[src/mcl_pkg.sv]
/*
  Shared constants and state types for the modem-control and
  line-status block. Assumes one 100 MHz clock and a 32-bit AXI4-Lite bus.
*/
`default_nettype none
package mcl_pkg;
  // register indices; byte address is four times the index
  localparam logic [5:0] IDX_MCR   = 6'h04;
  localparam logic [5:0] IDX_LSR   = 6'h05;
  localparam logic [5:0] IDX_MSR   = 6'h06;
  localparam logic [5:0] IDX_CTRL  = 6'h07;
  localparam logic [5:0] IDX_ISTAT = 6'h08;
  localparam logic [5:0] IDX_ICLR  = 6'h09;
  localparam logic [5:0] IDX_IEN   = 6'h0A;
  // modem_control_reg fields
  localparam int MCR_DTR  = 0;
  localparam int MCR_RTS  = 1;
  localparam int MCR_AUX_OUTPUT_ONE = 2;
  localparam int MCR_AUX_OUTPUT_TWO = 3;
  localparam int MCR_LOOP = 4;
  localparam logic [7:0] MCR_RST = 8'h00;
  // line_status_reg fields
  localparam int LSR_DR   = 0;
  localparam int LSR_TX_HOLDING_EMPTY_FLAG = 5;
  localparam int LSR_TX_ALL_EMPTY_FLAG = 6;
  localparam int LSR_FERR = 7;
  localparam logic TX_HOLDING_EMPTY_FLAG_RST = 1'h1;
  localparam logic TX_ALL_EMPTY_FLAG_RST = 1'h1;
  // interrupt status / clear / enable fields
  localparam int IRQ_RLS  = 0;
  localparam int IRQ_TX_HOLDING_EMPTY_FLAG = 1;
  localparam int IRQ_MS   = 2;
  localparam int CTRL_FIFO = 0;
  localparam logic [3:0] PIN_IDLE = 4'hF;
  localparam int RXF_DEPTH = 16;
  localparam logic [1:0] RESP_OKAY   = 2'h0;
  localparam logic [1:0] RESP_SLVERR = 2'h2;

  typedef struct packed {
    logic [3:0]  msync1;
    logic [3:0]  msync2;
    logic [3:0]  msr_prev;
    logic [3:0]  msr_delta;
    logic [7:0]  modem_control;
    logic        fifo_mode;
    logic [2:0]  ien;
    logic [2:0]  istat;
    logic        tx_holding_empty_flag;
    logic        tx_all_empty_flag;
    logic        err_prev;
    logic        dtr_n;
    logic        rts_n;
    logic        aux2_n;
    logic        aw_got;
    logic [5:0]  aw_idx;
    logic        w_got;
    logic [7:0]  wdat;
    logic        w_be;
    logic        bvalid;
    logic [1:0]  bresp;
    logic        rvalid;
    logic [31:0] rdata;
    logic [1:0]  rresp;
  } mcl_top_s;

  localparam mcl_top_s TOP_RST = '{msync1: PIN_IDLE, msync2: PIN_IDLE,
    msr_prev: 4'h0, msr_delta: 4'h0, modem_control: MCR_RST, fifo_mode: 1'h0,
    ien: 3'h0, istat: 3'h0, tx_holding_empty_flag: TX_HOLDING_EMPTY_FLAG_RST, tx_all_empty_flag: TX_ALL_EMPTY_FLAG_RST,
    err_prev: 1'h0, dtr_n: 1'h1, rts_n: 1'h1, aux2_n: 1'h1,
    aw_got: 1'h0, aw_idx: 6'h00, w_got: 1'h0, wdat: 8'h00, w_be: 1'h0,
    bvalid: 1'h0, bresp: 2'h0, rvalid: 1'h0, rdata: 32'h0, rresp: 2'h0};

  typedef struct packed {
    logic [RXF_DEPTH-1:0] err_bits;
    logic [3:0]           wp;
    logic [3:0]           rp;
    logic [4:0]           cnt;
    logic [4:0]           err_cnt;
  } mcl_trk_s;

  localparam mcl_trk_s TRK_RST = '{err_bits: 16'h0000, wp: 4'h0,
    rp: 4'h0, cnt: 5'h00, err_cnt: 5'h00};
endpackage
`default_nettype wire

[src/mcl_rxerr_if.sv]
/*
  Link between the block and its receive-error tracker.
  Assumes both ends run on the same clock.
*/
`timescale 1ns/1ps
`default_nettype none
interface mcl_rxerr_if;
  logic push;
  logic push_err;
  logic pop;
  logic flush;
  logic any_err;
  modport owner (input push, input push_err, input pop, input flush,
                 output any_err);
  modport user  (output push, output push_err, output pop, output flush,
                 input any_err);
endinterface
`default_nettype wire

[src/mcl_rxerr_track.sv]
/*
  Tracks the error mark of every entry held in the receive FIFO.
  Assumes push and pop follow the receive FIFO on the same clock.
*/
`timescale 1ns/1ps
`default_nettype none
module mcl_rxerr_track (
  input  wire logic aclk,
  input  wire logic aresetn,
  mcl_rxerr_if.owner rx
);
  mcl_pkg::mcl_trk_s q;
  mcl_pkg::mcl_trk_s d;
  logic              do_push;
  logic              do_pop;

  assign do_push = rx.push && (q.cnt != 5'(mcl_pkg::RXF_DEPTH));
  assign do_pop  = rx.pop && (q.cnt != 5'h00);
  assign rx.any_err = (q.err_cnt != 5'h00);

  always_comb
  begin
    d = q;
    if (rx.flush)
    begin
      d = mcl_pkg::TRK_RST;
    end
    else
    begin
      if (do_push)
      begin
        d.err_bits[q.wp] = rx.push_err;
        d.wp = q.wp + 4'h1;
      end
      if (do_pop)
      begin
        d.rp = q.rp + 4'h1;
      end
      d.cnt = q.cnt + {4'h0, do_push} - {4'h0, do_pop};
      d.err_cnt = q.err_cnt + {4'h0, do_push && rx.push_err}
                - {4'h0, do_pop && q.err_bits[q.rp]};
    end
  end

  always_ff @(posedge aclk)
  begin
    if (!aresetn)
      q <= mcl_pkg::TRK_RST;
    else
      q <= d;
  end
endmodule
`default_nettype wire

[src/mcl_modem_line.sv]
/*
  Modem-control outputs, modem status, line status flags and interrupt
  gathering for one serial channel, reached over AXI4-Lite.
  Assumes transmitter and receiver strobes come from the same clock;
  the modem input pins are asynchronous and are synchronised here.
*/
`timescale 1ns/1ps
`default_nettype none
module mcl_modem_line (
  input  wire logic        aclk,
  input  wire logic        aresetn,
  input  wire logic [7:0]  s_axi_awaddr,
  input  wire logic        s_axi_awvalid,
  output logic             s_axi_awready,
  input  wire logic [31:0] s_axi_wdata,
  input  wire logic [3:0]  s_axi_wstrb,
  input  wire logic        s_axi_wvalid,
  output logic             s_axi_wready,
  output logic [1:0]       s_axi_bresp,
  output logic             s_axi_bvalid,
  input  wire logic        s_axi_bready,
  input  wire logic [7:0]  s_axi_araddr,
  input  wire logic        s_axi_arvalid,
  output logic             s_axi_arready,
  output logic [31:0]      s_axi_rdata,
  output logic [1:0]       s_axi_rresp,
  output logic             s_axi_rvalid,
  input  wire logic        s_axi_rready,
  input  wire logic        tx_hold_load,
  input  wire logic        tx_hold_to_shift,
  input  wire logic        tx_fifo_empty,
  input  wire logic        tx_shift_busy,
  input  wire logic        rx_push,
  input  wire logic        rx_push_err,
  input  wire logic        rx_pop,
  input  wire logic        rx_data_ready,
  input  wire logic [3:0]  rx_line_err,
  input  wire logic        cts_n,
  input  wire logic        dsr_n,
  input  wire logic        ri_n,
  input  wire logic        dcd_n,
  output logic             dtr_n,
  output logic             rts_n,
  output logic             aux_output_two_n,
  output logic             fifo_mode,
  output logic             loopback,
  output logic             irq
);
  mcl_pkg::mcl_top_s q;
  mcl_pkg::mcl_top_s d;
  mcl_rxerr_if       trk ();
  logic              loop_on;
  logic [3:0]        msr_hi;
  logic              fifo_err;
  logic [7:0]        lsr_val;
  logic [7:0]        msr_val;
  logic              wr_fire;
  logic              ar_fire;
  logic [2:0]        ev;
  logic [2:0]        clr;
  logic              err_any;

  function automatic logic reg_known(input logic [5:0] idx);
    reg_known = (idx >= mcl_pkg::IDX_MCR) && (idx <= mcl_pkg::IDX_IEN);
  endfunction

  mcl_rxerr_track u_trk (
    .aclk    (aclk),
    .aresetn (aresetn),
    .rx      (trk.owner)
  );

  assign trk.push     = rx_push;
  assign trk.push_err = rx_push_err;
  assign trk.pop      = rx_pop;
  // flag cannot linger once single-character mode is chosen
  assign trk.flush    = !q.fifo_mode;

  assign loop_on  = q.modem_control[mcl_pkg::MCR_LOOP];
  // status order dcd, ri, dsr, cts
  assign msr_hi = loop_on ? {q.modem_control[mcl_pkg::MCR_AUX_OUTPUT_TWO], q.modem_control[mcl_pkg::MCR_AUX_OUTPUT_ONE],
                             q.modem_control[mcl_pkg::MCR_DTR], q.modem_control[mcl_pkg::MCR_RTS]}
                          : ~q.msync2;
  assign msr_val  = {msr_hi, q.msr_delta};
  assign fifo_err = q.fifo_mode && trk.any_err;
  assign lsr_val  = {fifo_err, q.tx_all_empty_flag, q.tx_holding_empty_flag, rx_line_err, rx_data_ready};
  assign err_any  = |rx_line_err;

  assign s_axi_awready = !q.aw_got && !q.bvalid;
  assign s_axi_wready  = !q.w_got && !q.bvalid;
  assign s_axi_arready = !q.rvalid;
  assign wr_fire = q.aw_got && q.w_got;
  assign ar_fire = s_axi_arvalid && s_axi_arready;

  always_comb
  begin
    d = q;
    ev = 3'h0;
    clr = 3'h0;
    // modem inputs: two-stage synchroniser
    d.msync1 = {dcd_n, ri_n, dsr_n, cts_n};
    d.msync2 = q.msync1;

    // write address and data, taken in either order
    if (s_axi_awvalid && s_axi_awready)
    begin
      d.aw_got = 1'h1;
      d.aw_idx = s_axi_awaddr[7:2];
    end
    if (s_axi_wvalid && s_axi_wready)
    begin
      d.w_got = 1'h1;
      d.wdat = s_axi_wdata[7:0];
      d.w_be = s_axi_wstrb[0];
    end
    if (s_axi_bvalid && s_axi_bready)
    begin
      d.bvalid = 1'h0;
    end
    if (wr_fire)
    begin
      d.aw_got = 1'h0;
      d.w_got = 1'h0;
      d.bvalid = 1'h1;
      d.bresp = reg_known(q.aw_idx) ? mcl_pkg::RESP_OKAY
                                    : mcl_pkg::RESP_SLVERR;
      if (q.w_be)
      begin
        unique case (q.aw_idx)
          // aux one bit is only held here, it drives no pin
          mcl_pkg::IDX_MCR:  d.modem_control = q.wdat;
          mcl_pkg::IDX_CTRL: d.fifo_mode = q.wdat[mcl_pkg::CTRL_FIFO];
          mcl_pkg::IDX_ICLR: clr = q.wdat[2:0];
          mcl_pkg::IDX_IEN:  d.ien = q.wdat[2:0];
          // status register writes are accepted and dropped
          mcl_pkg::IDX_LSR:  d.bresp = mcl_pkg::RESP_OKAY;
          default:           d.bresp = d.bresp;
        endcase
      end
    end

    // register reads
    if (s_axi_rvalid && s_axi_rready)
    begin
      d.rvalid = 1'h0;
    end
    if (ar_fire)
    begin
      d.rvalid = 1'h1;
      d.rresp = reg_known(s_axi_araddr[7:2]) ? mcl_pkg::RESP_OKAY
                                             : mcl_pkg::RESP_SLVERR;
      unique case (s_axi_araddr[7:2])
        mcl_pkg::IDX_MCR:   d.rdata = {24'h0, q.modem_control};
        mcl_pkg::IDX_LSR:   d.rdata = {24'h0, lsr_val};
        mcl_pkg::IDX_MSR:   d.rdata = {24'h0, msr_val};
        mcl_pkg::IDX_CTRL:  d.rdata = {31'h0, q.fifo_mode};
        mcl_pkg::IDX_ISTAT: d.rdata = {29'h0, q.istat};
        mcl_pkg::IDX_IEN:   d.rdata = {29'h0, q.ien};
        default:            d.rdata = 32'h0;
      endcase
    end

    // modem status change bits, cleared by reading the status
    d.msr_prev = msr_hi;
    if (ar_fire && (s_axi_araddr[7:2] == mcl_pkg::IDX_MSR))
    begin
      d.msr_delta = 4'h0;
    end
    d.msr_delta = d.msr_delta | (msr_hi ^ q.msr_prev);

    // holding-empty flag
    if (q.fifo_mode)
    begin
      // fifo mode: follows the fifo, cleared at once by a write
      d.tx_holding_empty_flag = tx_fifo_empty && !tx_hold_load;
    end
    else if (tx_hold_load)
    begin
      // load wins over a transfer in the same cycle
      d.tx_holding_empty_flag = 1'h0;
    end
    else if (tx_hold_to_shift)
    begin
      d.tx_holding_empty_flag = 1'h1;
    end
    d.tx_all_empty_flag = d.tx_holding_empty_flag && !tx_shift_busy;

    // events; a set wins over a clear in the same cycle
    d.err_prev = err_any;
    ev[mcl_pkg::IRQ_RLS]  = err_any && !q.err_prev;
    ev[mcl_pkg::IRQ_TX_HOLDING_EMPTY_FLAG] = d.tx_holding_empty_flag && !q.tx_holding_empty_flag;
    ev[mcl_pkg::IRQ_MS]   = |(msr_hi ^ q.msr_prev);
    d.istat = (q.istat & ~clr) | ev;

    // pins forced inactive high during loopback
    d.dtr_n  = loop_on || !q.modem_control[mcl_pkg::MCR_DTR];
    d.rts_n  = loop_on || !q.modem_control[mcl_pkg::MCR_RTS];
    d.aux2_n = loop_on || !q.modem_control[mcl_pkg::MCR_AUX_OUTPUT_TWO];
  end

  always_ff @(posedge aclk)
  begin
    if (!aresetn)
      q <= mcl_pkg::TOP_RST;
    else
      q <= d;
  end

  assign s_axi_bvalid     = q.bvalid;
  assign s_axi_bresp      = q.bresp;
  assign s_axi_rvalid     = q.rvalid;
  assign s_axi_rdata      = q.rdata;
  assign s_axi_rresp      = q.rresp;
  assign dtr_n            = q.dtr_n;
  assign rts_n            = q.rts_n;
  assign aux_output_two_n = q.aux2_n;
  assign fifo_mode        = q.fifo_mode;
  assign loopback         = loop_on;
  // one level line from enabled sticky bits
  assign irq              = |(q.istat & q.ien);
endmodule
`default_nettype wire

[config.mk]
export PLATFORM = sky130hd
export DESIGN_NAME = mcl_modem_line
export DESIGN_NICKNAME = d
export VERILOG_FILES = /design/src/mcl_pkg.sv /design/src/mcl_rxerr_if.sv /design/src/mcl_rxerr_track.sv /design/src/mcl_modem_line.sv
export SDC_FILE = /design/constraint.sdc
export NUM_CORES = 1
export LEC_CHECK = 0
export BUFFER_PORTS_ARGS = -buffer_cell sky130_fd_sc_hd__buf_2
export CAP_MARGIN = 30
export CORE_ASPECT_RATIO = 1.4
export CORE_MARGIN = 2
export CORE_UTILIZATION = 55
export CTS_CLUSTER_DIAMETER = 200
export DETAILED_ROUTE_END_ITERATION = 7
export HOLD_SLACK_MARGIN = 0.15
export PLACE_DENSITY = 0.82
export SKIP_CTS_REPAIR_TIMING = 1
export SLEW_MARGIN = 20
export SYNTH_ARGS = -nofsm -noshare
export SYNTH_HDL_FRONTEND = slang
export SYNTH_SLANG_ARGS = --single-unit
[constraint.sdc]
create_clock -name aclk -period 6 [get_ports aclk]
set_input_delay 0.9 -clock aclk [delete_from_list [all_inputs] [get_ports aclk]]
set_output_delay 0.9 -clock aclk [all_outputs]
set_load 0.01 [all_outputs]
# Word level (Yosys, flattened, before mapping)

Index checks and enable logic that the tools add are counted.

Add/sub/neg operators: 6
Order comparisons: 7
Eq/ne operators: 12
Multiplexer cells: 22
Bitwise logic cells: 8
Reductions and logical operators: 47

Operators with widths:

| operator                                                                             | count |
|---|---|
| 8-bit case mux with 6 select lines                                                   | 1 |
| 6-bit by 3-bit == test with 1-bit output (second input constant)                     | 7 |
| 35-bit two-way mux                                                                   | 1 |
| 6-bit by 4-bit == test with 1-bit output (second input constant)                     | 4 |
| 1-bit logical AND                                                                    | 21 |
| 16-bit bitwise mux                                                                   | 1 |
| 6-bit by 3-bit greater-or-equal comparator with 1-bit output (second input constant) | 2 |
| 6-bit by 4-bit less-or-equal comparator with 1-bit output (second input constant)    | 2 |
| 3-bit two-way mux                                                                    | 4 |
| 1-bit zero test                                                                      | 11 |
| 5-bit by 1-bit adder with 5-bit output                                               | 2 |
| 4-bit by 5-bit less-than comparator with 1-bit output (second input constant)        | 2 |
| 5-bit nonzero test                                                                   | 2 |
| 5-bit by 1-bit subtractor with 5-bit output                                          | 2 |
| 3-bit AND reduction                                                                  | 3 |
| 4-bit by 1-bit adder with 4-bit output (second input constant)                       | 2 |
| 2-bit two-way mux                                                                    | 4 |
| 4-bit two-way mux                                                                    | 2 |
| 4-bit OR reduction                                                                   | 2 |
| 1-bit two-way mux                                                                    | 7 |
| 3-bit bitwise AND                                                                    | 2 |
| 5-bit != test (second input constant)                                                | 1 |
| 1-bit binary-select mux with 4-bit select                                            | 1 |
| 1-bit demux with 4-bit select                                                        | 1 |
| other kinds (12)                                                                     | 15 |

Register bits: 126
Bits of input ports: 75
Output and inout bits: 47

# Logic depth before layout (Yosys ltp)

Gate-level depths: netlist of the first run.

Depth after elaboration: 7
Mapped depth: 14
Depth with buffers taken out: 14

# Cells and area by module

From an unflattened synthesis of the first run, not the netlist that was laid out.

Cell total of the unflattened synthesis: 559
Area, all modules: 4986.0 µm²

By module, submodules not included:

| module          | times used | cells an instance | area an instance (µm²) |
|---|---|---|---|
| mcl_modem_line  | 1          | 341               | 3049.2 |
| mcl_rxerr_track | 1          | 218               | 1936.9 |

# Worst setup path after synthesis of the first run

No wires, ideal clock.

Path kind: register to register
From: reg u_trk.q[11] in the netlist's numbering
To: reg u_trk.q[4] in the netlist's numbering
Arrival: 2772 ps
Data required time: 5879 ps
Path slack: 3107 ps
Stages on the path, launching flop included: 14
Path buffers: 0
Period minus slack after synthesis: 2893 ps
Cells stage by stage: dfxtp_1 -> mux4_2 -> and2b_1 -> a211oi_2 -> a211oi_1 -> ha_1 -> inv_1 -> ha_1 -> inv_1 -> fa_1 -> nand2b_1 -> a21oi_1 -> o21ai_0 -> nor3b_1

Cells in the longest elaborated chain, start to end: 4

Ends and longest elaborated chain:

| what                                        | RTL line              | text |
|---|---|---|
| from (decl)                                 | mcl_rxerr_track.sv:12 | `mcl_pkg::mcl_trk_s q;` |
| from (signal assigned)                      | mcl_rxerr_track.sv:48 | `q <= mcl_pkg::TRK_RST;` |
| 1-bit binary-select mux with 4-bit select   | mcl_rxerr_track.sv:41 | `- {4'h0, do_pop && q.err_bits[q.rp]};` |
| 1-bit two-way mux (not written as such)     | mcl_rxerr_track.sv:41 |  |
| 1-bit logical AND                           | mcl_rxerr_track.sv:41 |  |
| 5-bit by 1-bit subtractor with 5-bit output | mcl_rxerr_track.sv:41 |  |

Every way passes these cells. The select of a mux whose other input is x is not followed.
A chain may end at the register's enable or synchronous reset.

# Final worst setup path of the first run

Ends and elaborated chain as after synthesis.

==> results of run 1 <==
==> critical path: stages (launching register included) <==
cell and delay [ns]:
dfxtp_1 0.50, mux4_2 0.53, and2b_1 0.18, a211oi_2 0.20, a211oi_1 0.09, ha_1 0.28, inv_1 0.06, ha_1 0.16
inv_1 0.06, fa_1 0.42, nand2b_1 0.16, a21oi_1 0.20, o21ai_0 0.10, nor3b_1 0.14
==> layout by cell type, fill, tap and decap left out, types with 5 or more instances in the layout <==
| master | n |
|---|---|
| a21oi_1 | 29 |
| a22oi_1 | 5 |
| and2_1 | 5 |
| and3_1 | 10 |
| buf_2 | 64 |
| clkbuf_16 | 9 |
| conb_1 | 26 |
| dfxtp_1 | 100 |
| ha_1 | 17 |
| inv_1 | 26 |
| mux2i_1 | 27 |
| mux4_2 | 5 |
| nand2_1 | 36 |
| nand2b_1 | 20 |
| nand4_1 | 5 |
| nor2_1 | 44 |
| nor2b_1 | 12 |
| nor3_1 | 9 |
| nor3b_1 | 5 |
| o211ai_1 | 13 |
| o21ai_0 | 8 |
| o31ai_1 | 12 |
| xnor2_1 | 6 |
| xor2_1 | 7 |
==> through the flow <==
stage | hold WS [ns] | utilization [%] | power [uW] | worst slack [ns]
floorplan | 0.3779 | - | 792.0 | 3.107
global placement | 0.3974 | 58.45 | 809.6 | 2.894
detailed placement | 0.4019 | 58.45 | 813.1 | 2.787
CTS | 0.4192 | 61.75 | 1357 | 2.767
global route | 0.4313 | 61.75 | 1399 | 2.569
finish | 0.4141 | 61.75 | 1351 | 2.789
==> cells by family (layout without fill, tap and decap cells) <==
| kind of cell | after synthesis | count (layout) | synth area share [%] |
|---|---|---|---|
| xor gates and xnor gates | 13 | 13 | 2.350 |
| adders and majority gates | 19 | 19 | 5.217 |
| DFF | 100 | 100 | 41.32 |
| other | 1 | 26 | 0.07741 |
| AOI/OAI and AO/OA | 100 | 100 | 14.13 |
| and+or+nand+nor | 170 | 170 | 18.91 |
| buffers and inverters | 89 | 106 | 10.10 |
| muxes | 32 | 32 | 7.903 |
==> final cells by class <==
class	count	area, um^2	area share [%]
clock buffers	9	225.2	4.261
clock inverters	6	57.56	1.089
inverters	27	101.3	1.918
multi-input cells	360	2447	46.31
flip-flops and latches	100	2002	37.88
well taps	105	131.4	2.486
repair buffers	64	320.3	6.061
==> worst max path at each step <==
stage | startpoint | end | slack (ns) | depth (start not counted)
after floorplan | u_trk.q[11] | u_trk.q[4] | 3.11 | 13
after global placement | u_trk.q[11] | u_trk.q[4] | 2.89 | 13
after detailed placement | u_trk.q[11] | u_trk.q[4] | 2.79 | 13
after CTS | u_trk.q[11] | u_trk.q[4] | 2.77 | 13
after global routing | u_trk.q[11] | u_trk.q[4] | 2.57 | 13
final | u_trk.q[11] | u_trk.q[4] | 2.79 | 13
==> state kept, by name, indices dropped and copies added (netlist names), 2 cells and up <==
name,flops
u_trk.q,34
q,39
lsr_val,2
d,4
msr_val,4
s_axi_rdata,8
==> report_power, final <==
| part | internal [uW] | switching (uW) |
|---|---|---|
| Sequential | 683 | 14.8 |
| Clock | 288 | 264 |
| Combinational | 40.5 | 59.8 |
| Total | 1010 | 338 |
==> layer usage <==
layer | vias to the layer above | track usage, %
met2 | 84 | 38.76
met3 | 29 | 3.948
met1 | 1748 | 23.66
met4 | 0 | 11.91
li1 | 1846 | -
met5 | - | 0
==> results_dict.tcl, run 1 <==
set metrics [dict create \
    core_mm2 0.008558 \
    ys_types 59 \
    dp.cells 656 \
    floorplan.rows 40 \
    drtPass1Iterations 4 \
    dp_hpwl_um 7416 \
    clk_latency_ns 0.34 \
    grt_pass1_wl_um 16590 \
    wirelength_um 9947 \
    nets 656 \
    fin_crit_ns 3.211 \
    synthArstFlopShare_pct 0 \
    ys_ff_latch 100 \
    power.density_mw_per_mm2 255.5 \
    finalCritPeriodShare_pct 53.52 \
    die_w_um 83.32 \
    placed_area_mm2 0.005002 \
    highest_layer "met4" \
    end_kind "flip-flop" \
    die_y_um 115.1 \
    critPathLaunchType "flip-flop" \
    cts_root_buffer "clkbuf_16" \
    tightest_slew_ns 0.7656 \
    area_growth_pct 9.091 \
    synth_top_area_share_pct 41.32 \
    port_buffers 64 \
    final_cell_count_no_fill 671 \
    drtIter0Drc 160 \
    num_io_pins 122 \
    hp-start "d[84]" \
    drive_gt1_share_pct 17.14 \
    r2r-end "u_trk.q[4]" \
    worstPathArrival_ns 3.41 \
    reg2regPathDepth 13 \
    synth_largest_area_cell "dfxtp_1" \
    rsz0062_at_grt "no" \
    critical_path_class "flip-flop to flip-flop" \
    synth_most_common_cell "dfxtp_1" \
    antenna_found_initial 0 \
    cts.path.max_buffers 2 \
    hold_path_end "q[84]" \
    gp_congestion 0.9009 \
    grt_max_degree 47 \
    drv_slew 0 \
    postSynthCellCount 524 \
    drv_cap 0 \
    status "complete, no violations" \
    syn-cell-area_mm2 0.004845 \
    leakage_uw 0.002223 \
    drt-vias-per-instance 5.525 \
    hold_depth 1 \
    skew_ns 0.008581 \
    clk_pin_slew_ns 0.07 \
    synth.avg_cell_area_um2 9.246 \
    wl_met2_um 5319 \
    overflow 0 \
    grtUsageTotal_pct 21.41 \
    maxSlewHeadroom_pct 48.88 \
    finalHoldViolCount 0 \
    seq_area_frac_synth_pct 41.32 \
    ir_worst_vdd_mv 0.2100 \
    wl_met1_um 3926 \
    fmax_mhz 311.4 \
    cts_max_level 3 \
    wl_per_cell_um 14.82 \
    wl_met3_um 327 \
    setup_viol 0 \
    synthTopCellsByArea "dfxtp_1 (41%), buf_4 (5.9%), mux2i_1 (5.6%)" \
    fillers 749 \
    grt_pass1_vias 3603 \
    num_vias 3707 \
    yosys-top-cells-count "dfxtp_1 (100), nor2_1 (44), buf_4 (38)" \
    cts_tree "yes" \
    crit-reg2reg-launch "u_trk.q[11]" \
    postRouteAntennaNets 0 \
    fin_setup_tns_ns 0 \
    hp-class "flip-flop to flip-flop" \
    cp.required_ns 6.20 \
    fin_area_mm2 0.005285 \
    clock-sinks 100 \
    regToRegSetupSlack_ns 2.79 \
    crit_fanout 6 \
    initial_core_util_pct 56.61 \
    diodes 0 \
    synth_ff_type "dfxtp_1" \
    yosys_warnings 0 \
    dieArea_mm2 0.009586 \
    numCtsBuffers 9 \
    synth_edf_count 0 \
    drc_errors 0 \
]
Power figures use the tool's default switching activity.
==> run 2: changes to the inputs <==
--- a/config.mk
+++ b/config.mk
@@ -9,11 +9,11 @@
 export CAP_MARGIN = 30
 export CORE_ASPECT_RATIO = 1.4
 export CORE_MARGIN = 2
-export CORE_UTILIZATION = 55
+export CORE_UTILIZATION = 48
 export CTS_CLUSTER_DIAMETER = 200
 export DETAILED_ROUTE_END_ITERATION = 7
 export HOLD_SLACK_MARGIN = 0.15
-export PLACE_DENSITY = 0.82
+export PLACE_DENSITY = 0.76
 export SKIP_CTS_REPAIR_TIMING = 1
 export SLEW_MARGIN = 20
 export SYNTH_ARGS = -nofsm -noshare
==> constraint.sdc (replaced) <==
create_clock -name aclk -period 2.75 [get_ports aclk]
set_input_delay 0.4125 -clock aclk [delete_from_list [all_inputs] [get_ports aclk]]
set_output_delay 0.4125 -clock aclk [all_outputs]
set_load 0.01 [all_outputs]
==> run 2 against run 1 <==
Against the previous run: the run now ends with setup timing left; wire length up 5.2%; flip-flop and latch count did not move; sequential share of layout area decreased by 1.8 points; first-iteration DRC count increased by 1.9%; global-route usage shrank 1.4 points; critical path depth down 1.
==> results_dict.tcl, run 2 (synthesis results as in run 1) <==
set metrics [dict create \
    slowest_delay_ns 0.52 \
    ir_worst_vdd_mv 0.4196 \
    dp_hpwl_um 7879 \
    critical_path_class "flip-flop to flip-flop" \
    failed_checks "setup timing" \
    area_growth_pct 14.82 \
    path_buf_inv 2 \
    fin_crit_ns 2.854 \
    nets 673 \
    grt_max_degree 47 \
    cp_top_family "adder cells" \
    dp.cells 702 \
    drv_slew 0 \
    tightest_slew_ns 0.7573 \
    drc_errors 0 \
    fin_setup_tns_ns -0.1564 \
    grt_pass1_vias 3614 \
    cp.required_ns 2.95 \
    critPathLaunchType "flip-flop" \
    wl_per_cell_um 14.57 \
    setup_ws_ns -0.1035 \
    regToRegSetupSlack_ns -0.10 \
    dieArea_mm2 0.01092 \
    top_register "q" \
    drv_cap 0 \
    clk_pin_slew_ns 0.07 \
    pre_cts_ws_ns -0.1715 \
    grt_pass1_wl_um 16760 \
    final_cell_count_no_fill 718 \
    skew_ns 0.008624 \
    cts_root_buffer "clkbuf_16" \
    drive_gt1_share_pct 21.61 \
    port_buffers 64 \
    crit_chain "mux4_2 -> mux2i_1 -> a211oi_2 -> ha_1 -> inv_1 -> ha_2 -> inv_2 -> fa_2 -> nand2b_4 -> a21oi_2 -> o21ai_1 -> nor3b_2" \
    leakage_uw 0.002339 \
    hp-start "ri_n" \
    cts_tree "yes" \
    layout_common_cells "dfxtp_1 (98), buf_2 (64), nor2_1 (44)" \
    setup_viol 3 \
    crit_start "u_trk.q[10]" \
    clk_latency_ns 0.34 \
    die_y_um 122.9 \
    fmax_mhz 350.4 \
    drt-vias-per-instance 5.253 \
    finalHoldViolCount 0 \
    worstPathArrival_ns 3.06 \
    power.internal_uw 2490 \
    num_vias 3772 \
    clock-sinks 100 \
    pwr-share-seq_pct 48.0 \
    cp_slowest_cell "mux4_2" \
    fin_area_mm2 0.005563 \
    drtIter0Drc 163 \
    pwr-share-comb_pct 7.0 \
    finalCritPeriodShare_pct 103.8 \
    clkPwrFrac_pct 45.0 \
    num_io_pins 122 \
    initial_core_util_pct 49.21 \
    power.density_mw_per_mm2 570.5 \
    switchingPower_uw 684.0 \
    postRouteAntennaNets 0 \
    die_w_um 88.91 \
    cts_max_level 3 \
    core_mm2 0.009846 \
    antenna_found_initial 0 \
    crit_fanout 3 \
    largest_register_ffs 39 \
    cts.path.max_buffers 2 \
    swShare_pct 21.55 \
    final_common_cell "dfxtp_1" \
    diodes 0 \
    drtPass1Iterations 4 \
    hp-class "primary input to flip-flop" \
    wirelength_um 10460 \
    gp_congestion 0.8135 \
    crit-reg2reg-launch "u_trk.q[10]" \
    maxSlewHeadroom_pct 49.44 \
    end_kind "flip-flop" \
    overflow 0 \
    rsz0062_at_grt "yes" \
    fin_hold_ws_ns 0.2606 \
    floorplan.rows 43 \
    numCtsBuffers 9 \
    placed_area_mm2 0.005170 \
    grtUsageTotal_pct 20.01 \
    status "finished, violations left" \
]
==> run 2: cell count changes in the layout (fill, tap and decap cells not counted), moves of 2 or more <==
cell / previous run / this run
fa_1: 2 / 0
a21oi_1: 29 / 27
nand2b_1: 20 / 18
nand2b_4: 0 / 2
fa_2: 0 / 2
buf_4: 0 / 17
dfxtp_1: 100 / 98
inv_8: 2 / 0
bufinv_16: 0 / 3
clkinv_4: 3 / 0
==> run 2: layer usage <==
| metal | track usage, % | wire length, um | vias up | part of all wire [%] |
|---|---|---|---|---|
| met5 | 0 | 0 | - | 0 |
| met1 | 21.39 | 3989 | 1803 | 38 |
| met4 | 7.765 | 282 | 0 | 2.7 |
| li1 | - | - | 1882 | - |
| met2 | 36.33 | 5860 | 68 | 56 |
| met3 | 5.649 | 327 | 19 | 3.1 |
==> run 2: layout make-up <==
class,instances,area [um^2]
fillers,901,4283
multi-input cells,360,2497
flip-flops and latches,100,2007
repair buffers,81,447.9
clock buffers,11,242.7
well taps,135,168.9
inverters,27,101.3
clock inverters,4,97.59
==> run 2: power groups by stage <==
stage | Combinational, uW | Clock, uW | Sequential, uW
after global placement | 216 | 0 | 1550
after global routing | 248 | 1520 | 1530
after floorplan | 182 | 0 | 1550
final | 222 | 1430 | 1520
after CTS | 222 | 1450 | 1520
after detailed placement | 221 | 0 | 1550
==> run 2: worst paths after layout <==
path / depth (start not counted) / end
worst min register to register: 1 / q[87]
worst max register to register: 12 / u_trk.q[4]
worst min-delay path: 2 / d[86]
worst max-delay path: 12 / u_trk.q[4]
==> run 2: stage by stage <==
stage | util (%) | total power, uW
2_1_floorplan | - | 1727
3_3_place_gp | 52.51 | 1769
3_5_place_dp | 52.51 | 1776
4_1_cts | 55.97 | 3194
5_1_grt | 56.50 | 3295
6_report | 56.50 | 3174
